### src/inc/osm_defines.svh
// constants for the oscillator mode select block
`ifndef OSM_DEFINES_SVH
`define OSM_DEFINES_SVH

////////////////////////////////////////////////////////////////////////////////
// three-bit mode codes held in the configuration field
`define OSM_CODE_LOW_POWER_CRYSTAL   3'h0
`define OSM_CODE_STANDARD_CRYSTAL    3'h1
`define OSM_CODE_HIGH_SPEED_CRYSTAL  3'h2
`define OSM_CODE_MULTIPLIED_CRYSTAL  3'h6
`define OSM_CODE_RESISTOR_CAP        3'h3
`define OSM_CODE_RESISTOR_CAP_IO     3'h7
`define OSM_CODE_EXTERNAL_CLOCK      3'h4
`define OSM_CODE_EXTERNAL_CLOCK_IO   3'h5

////////////////////////////////////////////////////////////////////////////////
// timing: clock rate, lock timeout in us, external start-up in ns
`define OSM_CLK_HZ                   50000000
`define OSM_LOCK_TIMEOUT_US          2000
`define OSM_EXT_START_NS             1500
// lock timeout is a least time: round up
`define OSM_LOCK_CYCLES  ((`OSM_LOCK_TIMEOUT_US * (`OSM_CLK_HZ / 1000) + 999) / 1000)
// external start-up is a longest time: round down
`define OSM_EXT_START_CYCLES  ((`OSM_EXT_START_NS * (`OSM_CLK_HZ / 1000000)) / 1000)

////////////////////////////////////////////////////////////////////////////////
// clock-out divider ratio and reset values
`define OSM_DIV_RATIO                4
`define OSM_DIV_RESET                2'h0
`define OSM_PIN_RELEASED             1'h1

`endif

### src/inc/osm_pkg.sv
// types shared by the oscillator mode select block
package osm_pkg;

	////////////////////////////////////////////////////////////////////////////
	// decoded function of one mode code
	typedef struct packed {
		logic drive_div4;   // clock-out pin shows clock divided by four
		logic port_io;      // clock-out pin serves as port bit six
		logic feedback_on;  // feedback element between the pins enabled
		logic mult_on;      // times-four multiplier selected
		logic ext_clock;    // external-clock mode, start-up limit applies
	} osm_decode_s;

	////////////////////////////////////////////////////////////////////////////
	// one pin seen from the device: driven value and active-low enable
	typedef struct packed {
		logic out;          // value driven onto the pin
		logic oe_n;         // low while the device drives the pin
	} osm_pin_s;

	////////////////////////////////////////////////////////////////////////////
	// start-up sequence states
	typedef enum logic [1:0] {
		OSM_ST_LATCH,
		OSM_ST_START,
		OSM_ST_LOCK,
		OSM_ST_RUN
	} osm_state_e;

endpackage : osm_pkg

### src/logic/osm_div4.sv
// clock divided by four for the clock-out pin
`timescale 1ns/1ns
`default_nettype none
`include "osm_defines.svh"

module osm_div4 (
	input  wire logic mclk,   // system clock
	input  wire logic nrst,   // synchronous reset, active low
	output var  logic q       // clock divided by four, registered
);

	logic [1:0] cnt;          // phase counter
	logic [1:0] next_cnt;     // next phase
	logic       next_q;       // next output level

	// elaboration check: the two-bit counter serves only a ratio of four
	if (`OSM_DIV_RATIO != 4) begin : g_chk
		$error("osm_div4 serves a ratio of four only");
	end

	////////////////////////////////////////////////////////////////////////////
	// next phase and output: high for two clocks, low for two
	always_comb begin
		next_cnt = cnt + 2'h1;
		next_q   = next_cnt[1];
	end

	// register phase and output
	always_ff @(posedge mclk) begin
		if (!nrst) begin
			cnt <= `OSM_DIV_RESET;
			q   <= 1'h0;
		end else begin
			cnt <= next_cnt;
			q   <= next_q;
		end
	end

endmodule : osm_div4
`default_nettype wire

### src/logic/osm_timer.sv
// one-shot down-counter for start-up and lock timeouts
`timescale 1ns/1ns
`default_nettype none

module osm_timer #(
	parameter int CYCLES = 75                  // cycles from start to done
) (
	input  wire logic mclk,                    // system clock
	input  wire logic nrst,                    // synchronous reset, active low
	input  wire logic start,                   // one-cycle pulse, (re)loads the count
	output var  logic done                     // level, high once the count has run out
);

	localparam int W = $clog2(CYCLES + 1);    // counter width

	logic [W-1:0] cnt;                         // remaining cycles
	logic [W-1:0] next_cnt;                    // next remaining cycles
	logic         next_done;                   // next done level

	// elaboration check: at least one cycle
	if (CYCLES < 1) begin : g_chk
		$error("osm_timer needs CYCLES of one or more");
	end

	////////////////////////////////////////////////////////////////////////////
	// load on start, count down, raise done on the last step
	always_comb begin
		next_cnt  = cnt;
		next_done = done;
		if (start) begin
			next_cnt  = W'(CYCLES);
			next_done = 1'h0;
		end else if (cnt != '0) begin
			next_cnt  = cnt - W'(1);
			next_done = (cnt == W'(1));
		end
	end

	// register count and done
	always_ff @(posedge mclk) begin
		if (!nrst) begin
			cnt  <= '0;
			done <= 1'h0;
		end else begin
			cnt  <= next_cnt;
			done <= next_done;
		end
	end

endmodule : osm_timer
`default_nettype wire

### src/logic/osm_top.sv
// oscillator mode select: mode decode, clock-out pin, multiplier enable, start-up hold
`timescale 1ns/1ns
`default_nettype none
`include "osm_defines.svh"

module osm_top #(
	parameter int LOCK_CYCLES  = `OSM_LOCK_CYCLES,      // multiplier lock timeout in cycles
	parameter int START_CYCLES = `OSM_EXT_START_CYCLES  // external-clock start-up in cycles
) (
	input  wire logic       mclk,                   // selected system clock, 50 MHz
	input  wire logic       nrst,                   // power-on reset, synchronous, active low
	input  wire logic [2:0] mode_cfg,               // nonvolatile mode field, static
	input  wire logic       wake,                   // one-cycle pulse, wake-up from sleep
	input  wire logic       sec_osc_sel,            // level, secondary oscillator is system clock
	input  wire logic       port_bit_six_out,       // port logic value for bit six
	input  wire logic       port_bit_six_oe_n,      // port logic enable for bit six, active low
	output var  logic       port_bit_six_in,        // pin level seen by port bit six
	input  wire logic       clock_out_pin_in,       // clock-out pin level
	output var  logic       clock_out_pin_out,      // clock-out pin driven value
	output var  logic       clock_out_pin_oe_n,     // clock-out pin enable, low drives
	output var  logic       feedback_en,            // feedback element between pins on
	output var  logic       mult_en,                // times-four multiplier enabled
	output var  logic       ext_clock_sel,          // system clock taken straight from input pin
	output var  logic       cpu_run,                // instruction execution allowed
	output var  logic [2:0] mode_code               // mode in force, registered
);

	////////////////////////////////////////////////////////////////////////////
	// elaboration checks on the timing parameters
	if (LOCK_CYCLES < 1) begin : g_chk_lock
		$error("osm_top needs LOCK_CYCLES of one or more");
	end
	if (START_CYCLES < 1) begin : g_chk_start
		$error("osm_top needs START_CYCLES of one or more");
	end

	////////////////////////////////////////////////////////////////////////////
	// declarations
	logic [2:0]          mode;                     // latched mode code
	logic [2:0]          next_mode;                // next mode code
	osm_pkg::osm_decode_s dec;                     // decoded functions of the mode
	osm_pkg::osm_state_e  state;                   // start-up sequence state
	osm_pkg::osm_state_e  next_state;              // next start-up state
	logic                mult;                     // multiplier enable in force
	logic                next_mult;                // next multiplier enable
	logic                sec_prev;                 // secondary select, last cycle
	logic                next_sec_prev;            // next secondary select copy
	logic                wake_prev;                // wake seen while running in an external-clock mode
	logic                start_go;                 // start external start-up timer
	logic                lock_go;                  // start lock timer
	logic                start_done;               // start-up timer has run out
	logic                lock_done;                // lock timer has run out
	logic                div4;                     // clock divided by four
	osm_pkg::osm_pin_s   pin;                      // clock-out pin drive
	osm_pkg::osm_pin_s   next_pin;                 // next clock-out pin drive
	logic                back_to_main;             // return from secondary oscillator

	////////////////////////////////////////////////////////////////////////////
	// mode decode
	// fixed code decode
	always_comb begin
		dec = '0;
		case (mode)
			// crystal modes: pin belongs to the oscillator, feedback on
			// crystal or driven clock
			`OSM_CODE_LOW_POWER_CRYSTAL: begin
				dec.feedback_on = 1'h1;
			end
			`OSM_CODE_STANDARD_CRYSTAL: begin
				dec.feedback_on = 1'h1;
			end
			`OSM_CODE_HIGH_SPEED_CRYSTAL: begin
				dec.feedback_on = 1'h1;
			end
			`OSM_CODE_MULTIPLIED_CRYSTAL: begin
				dec.feedback_on = 1'h1;
				dec.mult_on     = 1'h1;
			end
			`OSM_CODE_RESISTOR_CAP: begin
				dec.drive_div4 = 1'h1;
			end
			`OSM_CODE_RESISTOR_CAP_IO: begin
				dec.port_io = 1'h1;
			end
			`OSM_CODE_EXTERNAL_CLOCK: begin
				dec.drive_div4 = 1'h1;
				dec.ext_clock  = 1'h1;
			end
			`OSM_CODE_EXTERNAL_CLOCK_IO: begin
				dec.port_io   = 1'h1;
				dec.ext_clock = 1'h1;
			end
			// all eight codes are covered above
			default: begin
				dec = '0;
			end
		endcase
	end

	////////////////////////////////////////////////////////////////////////////
	// mode latch: the field is sampled only while reset is held
	// mode fixed after reset
	always_comb begin
		next_mode = mode;
	end

	// register the mode; the field is read only under reset
	always_ff @(posedge mclk) begin
		if (!nrst) begin
			mode <= mode_cfg;
		end else begin
			mode <= next_mode;
		end
	end

	////////////////////////////////////////////////////////////////////////////
	// multiplier enable: reload in the latch state and on return from the secondary oscillator
	always_comb begin
		back_to_main  = sec_prev && !sec_osc_sel;
		next_sec_prev = sec_osc_sel;
		next_mult     = mult;
		if (state == osm_pkg::OSM_ST_LATCH) begin
			next_mult = dec.mult_on;
		end else if (back_to_main) begin
			next_mult = dec.mult_on;
		end else if (sec_osc_sel) begin
			// multiplier idles while the secondary source runs the system
			next_mult = 1'h0;
		end
	end

	// register multiplier enable and secondary select copy
	always_ff @(posedge mclk) begin
		if (!nrst) begin
			mult     <= 1'h0;
			sec_prev <= 1'h0;
		end else begin
			mult     <= next_mult;
			sec_prev <= next_sec_prev;
		end
	end

	////////////////////////////////////////////////////////////////////////////
	// start-up sequence: latch, optional start-up or lock wait, run
	always_comb begin
		next_state = state;
		start_go   = 1'h0;
		lock_go    = 1'h0;
		wake_prev  = 1'h0;
		case (state)
			// first cycle after release: pick the wait that the mode needs
			osm_pkg::OSM_ST_LATCH: begin
				if (dec.mult_on) begin
					lock_go    = 1'h1;
					next_state = osm_pkg::OSM_ST_LOCK;
				end else if (dec.ext_clock) begin
					start_go   = 1'h1;
					next_state = osm_pkg::OSM_ST_START;
				end else begin
					next_state = osm_pkg::OSM_ST_RUN;
				end
			end
			osm_pkg::OSM_ST_START: begin
				if (start_done) begin
					next_state = osm_pkg::OSM_ST_RUN;
				end
			end
			osm_pkg::OSM_ST_LOCK: begin
				if (lock_done) begin
					next_state = osm_pkg::OSM_ST_RUN;
				end
			end
			// running: wake-up in an external-clock mode or a return to the main source in the multiplier mode restarts a wait
			osm_pkg::OSM_ST_RUN: begin
				if (wake && dec.ext_clock) begin
					wake_prev  = 1'h1;
					start_go   = 1'h1;
					next_state = osm_pkg::OSM_ST_START;
				end else if (back_to_main && dec.mult_on) begin
					lock_go    = 1'h1;
					next_state = osm_pkg::OSM_ST_LOCK;
				end
			end
			// unreachable codes fall back to the latch state
			default: begin
				next_state = osm_pkg::OSM_ST_LATCH;
			end
		endcase
	end

	// register the sequence state
	always_ff @(posedge mclk) begin
		if (!nrst) begin
			state <= osm_pkg::OSM_ST_LATCH;
		end else begin
			state <= next_state;
		end
	end

	////////////////////////////////////////////////////////////////////////////
	// timers
	// start-up timer
	osm_timer #(
		.CYCLES (START_CYCLES)
	) u_start (
		.mclk  (mclk),
		.nrst  (nrst),
		.start (start_go),
		.done  (start_done)
	);

	osm_timer #(
		.CYCLES (LOCK_CYCLES)
	) u_lock (
		.mclk  (mclk),
		.nrst  (nrst),
		.start (lock_go),
		.done  (lock_done)
	);

	////////////////////////////////////////////////////////////////////////////
	// divided clock for the clock-out pin
	osm_div4 u_div4 (
		.mclk (mclk),
		.nrst (nrst),
		.q    (div4)
	);

	////////////////////////////////////////////////////////////////////////////
	// clock-out pin drive
	always_comb begin
		next_pin.out  = 1'h0;
		next_pin.oe_n = `OSM_PIN_RELEASED;
		if (state == osm_pkg::OSM_ST_LATCH) begin
			// released until the mode is known
			next_pin.oe_n = `OSM_PIN_RELEASED;
		end else if (dec.drive_div4) begin
			next_pin.out  = next_div4_level(div4);
			next_pin.oe_n = 1'h0;
		end else if (dec.port_io) begin
			next_pin.out  = port_bit_six_out;
			next_pin.oe_n = port_bit_six_oe_n;
		end
	end

	// the divided clock is already registered; pass its level through
	function automatic logic next_div4_level(input logic lvl);
		next_div4_level = lvl;
	endfunction : next_div4_level

	// register the pin drive so the pin outputs come from flip-flops
	always_ff @(posedge mclk) begin
		if (!nrst) begin
			pin.out  <= 1'h0;
			pin.oe_n <= `OSM_PIN_RELEASED;
		end else begin
			pin <= next_pin;
		end
	end

	////////////////////////////////////////////////////////////////////////////
	// outputs
	assign clock_out_pin_out  = pin.out;
	assign clock_out_pin_oe_n = pin.oe_n;
	assign port_bit_six_in    = dec.port_io ? clock_out_pin_in : 1'h0;
	assign feedback_en        = (state != osm_pkg::OSM_ST_LATCH) && dec.feedback_on;
	assign mult_en            = mult;
	assign ext_clock_sel      = !mult;
	assign cpu_run            = (state == osm_pkg::OSM_ST_RUN) && !wake_prev;
	assign mode_code          = mode;

endmodule : osm_top
`default_nettype wire

### config.mk
export PLATFORM = sky130hd
export DESIGN_NAME = osm_top
export DESIGN_NICKNAME = d
export VERILOG_FILES = /design/src/inc/osm_pkg.sv /design/src/logic/osm_div4.sv /design/src/logic/osm_timer.sv /design/src/logic/osm_top.sv
export VERILOG_INCLUDE_DIRS = /design/src /design/src/inc
export SDC_FILE = /design/constraint.sdc
export NUM_CORES = 1
export LEC_CHECK = 0
export BUFFER_PORTS_ARGS = -buffer_cell sky130_fd_sc_hd__buf_2
export CORE_ASPECT_RATIO = 1.5
export CORE_MARGIN = 1.5
export CORE_UTILIZATION = 40
export DETAILED_ROUTE_END_ITERATION = 7
export PLACE_DENSITY = 0.57
export SLEW_MARGIN = 40
export SYNTH_ARGS = -nofsm -noshare
export SYNTH_HDL_FRONTEND = slang
export SYNTH_HIERARCHICAL = 1
export SYNTH_SLANG_ARGS = --single-unit
### constraint.sdc
create_clock -name mclk -period 3 [get_ports mclk]
set_clock_uncertainty 0.05 [all_clocks]
set_input_delay 0.15 -clock mclk [delete_from_list [all_inputs] [get_ports mclk]]
set_output_delay 0.15 -clock mclk [all_outputs]
set_load 0.03 [all_outputs]
==> flow_summary.json <==
{
  "dieArea_sq_um": 5570,
  "drtAntennaViolNets": 0,
  "grt_max_degree": 23,
  "path_max_fanout": 11,
  "hold_violations": 0,
  "intPower_w": 0.00143,
  "final_common_cell": "dfxtp_1",
  "relSlewSlack": 0.591,
  "root_buffer": "clkbuf_8",
  "hpwl_microns": 3140,
  "wl_per_cell_microns": 13.1,
  "die_x_microns": 61.4,
  "cp.buffers_inverters": 1,
  "tns_ns": 0,
  "insertedDiodeCount": 0,
  "endpoint_kind": "flip-flop",
  "cp_cell_sequence": "nor2b_4 -> a21boi_2 -> a21oi_1 -> nor3b_2 -> buf_4 -> nand2b_1 -> nor2_1 -> a41o_1",
  "setup_viol_count_final": 0,
  "antenna_found_initial": 0,
  "final_area_sq_um": 2330,
  "grt_pass1_vias": 1604,
  "cp.required_ns": 3.12,
  "slowest_delay_ns": 0.48,
  "critical_path_class": "reg2reg",
  "clk_pin_slew_ns": 0.07,
  "cp_slowest_cell": "edfxtp_1",
  "peakVddDrop_uv": 473,
  "cts_sinks": 37,
  "cp.arrival_ns": 2.33,
  "power.total_w": 0.00260,
  "die_y_microns": 90.6,
  "yosysWarnings": 6,
  "area_growth_pct": 14.0,
  "postCtsSetupRepairBufs": 0,
  "synth-edff-count": 3,
  "core.rowCount": 31,
  "async_flop_share": 0,
  "clockBufferDepth": 2,
  "switching_share": 0.447,
  "avgSynthCellArea_sq_um": 9.02,
  "ys_ff_latch": 37,
  "cts_inserted_buffers": 5,
  "wl_microns": 4190,
  "yosysTopAreaCellShare": 0.332,
  "p_switching_w": 0.00116,
  "synth_cell_types": 56,
  "yosysSeqAreaShare": 0.376,
  "hp-class": "in2reg",
  "fin_crit_sh": 0.736,
  "min_period_ns": 2.21,
  "critPathLaunchType": "flip-flop",
  "final_nets": 273,
  "vias": 1748,
  "insertion_delay_ns": 0.28,
  "tightest_slew_ns": 0.608,
  "leakagePower_nw": 0.940,
  "core_area_sq_um": 4890,
  "fmax_mhz": 453,
  "layout-drive-gt1-share": 0.185,
  "cap_violations": 0,
  "status": "finished, final reports clean",
  "synth_nets": 247,
  "seqPwrFrac": 0.334,
  "syn_area_sq_um": 2050,
  "pin_count": 20,
  "crit_family": "simple AND/OR/NAND/NOR gates",
  "yosys.area.top_type": "dfxtp_1",
  "p_clk_frac": 0.127,
  "timing.hold.ws_ns": 0.0502,
  "viasPerCell": 5.46,
  "h-tree-depth": 2,
  "most-common-layout-cells": "dfxtp_1 (34), nor2_1 (19), buf_2 (19), nand2_1 (14), inv_1 (12)",
  "drv_slew": 0,
  "rsz0062_at_grt": "false",
  "grt_usage": 0.160,
  "gr-total-overflow": 0,
  "grt_first_pass_wirelength_microns": 6890,
  "place_congestion": 0.809,
  "dr.pass1.iters": 4,
  "port_buffers": 19,
  "start_util": 0.419,
  "placed_cell_area_sq_um": 2220,
  "first_iter_violations": 93,
  "drc": 0,
  "cts_resized": 0,
  "ctsHoldBuffers": 3,
  "cts_tree": "built",
  "synthTopCellsByArea": "dfxtp_1 (33%), ha_1 (6.1%), edfxtp_1 (4.4%), nor2_1 (3.5%), o31a_1 (3.4%)",
  "power_density_nw_per_um2": 1110,
  "synth_ff_type": "dfxtp_1",
  "p_comb_frac": 0.539,
  "syn_inst": 227
}
-- path summary, 6_finish.rpt --
path	slack, ns	from	cells past startpoint	endpoint
min reg2reg	0.44	u_lock/cnt[6]	2	u_lock/cnt[6]
max	0.79	mode_code[2]	8	u_lock/cnt[11]
max reg2reg	0.79	mode_code[2]	8	u_lock/cnt[11]
min	0.05	sec_osc_sel	2	sec_prev
-- flip-flops by register name, summed over array words and instances (netlist names) --
name and cells:
u_start/cnt 7, mode_code 3, u_div4/q 1, sec_prev 1
mult_en 1, state 2, clock_out_pin_out 1, clock_out_pin_oe_n 1
u_div4/cnt 1, u_lock/done 1, u_lock/cnt 17, u_start/done 1
-- Yosys cell counts, types with 4 or more instances --
cell type   n
dfxtp_1    34
nand2_1    14
nor2_1     19
nand2b_1    6
nor4_1     11
nor3_1      8
ha_1       10
a21oi_1    10
o31a_1      8
or3_1       6
mux2i_1     4
o21ai_0     7
inv_1      12
or4_1       5
nor2b_1     4
-- stage by stage --
step           setup slack [ns]  cells   util
5_1_grt                   0.573    320  0.478
3_5_place_dp              0.801    309  0.455
3_3_place_gp              0.845    309  0.455
4_1_cts                   0.788    320  0.478
2_1_floorplan             0.422    227      -
6_report                  0.792    320  0.478
-- cell families (layout without fill, tap and decap cells) --
| logic type | after synthesis | count (layout) | synth area share |
|---|---|---|---|
| xor+xnor | 3 | 3 | 0.0128 |
| buf+inv | 18 | 45 | 0.0348 |
| flops | 37 | 37 | 0.376 |
| mux | 5 | 5 | 0.0250 |
| fa+ha+maj | 10 | 10 | 0.0611 |
| compound gates | 51 | 51 | 0.186 |
| simple gates | 103 | 103 | 0.304 |
-- layout make-up --
type                    count  area, sq um
clock inverters             2         10.0
inverters                  12         45.0
repair buffers             25          148
flip-flops and latches     37          771
well taps                  66         82.6
clock buffers               6         72.6
multi-input cells         172         1210
fillers                   471         2550
-- worst reg2reg max path, cell delays in order (launching register included) --
cell and delay (ns):
edfxtp_1 0.48, nor2b_4 0.19, a21boi_2 0.24, a21oi_1 0.11, nor3b_2 0.16, buf_4 0.17, nand2b_1 0.39, nor2_1 0.07
a41o_1 0.24
-- power by group through the flow --
stage / Clock, W / Sequential [W] / Combinational (W)
CTS: 0.000343 / 0.000868 / 0.00140
detailed placement: 0 / 0.000879 / 0.00139
finish: 0.000329 / 0.000868 / 0.00140
global placement: 0 / 0.000876 / 0.00139
global route: 0.000361 / 0.000905 / 0.00156
floorplan: 0 / 0.000840 / 0.00114
-- layer usage --
layer | up-vias | routed length (microns) | part of all wire | GRT usage
met1 | 797 | 1850 | 0.44 | 0.175
met2 | 37 | 2100 | 0.50 | 0.281
met4 | 0 | 107 | 0.026 | 0.0691
met3 | 10 | 134 | 0.032 | 0.0358
li1 | 904 | - | - | -
met5 | - | 0 | 0 | 0
No activity file was read; power rests on OpenSTA's default activity.
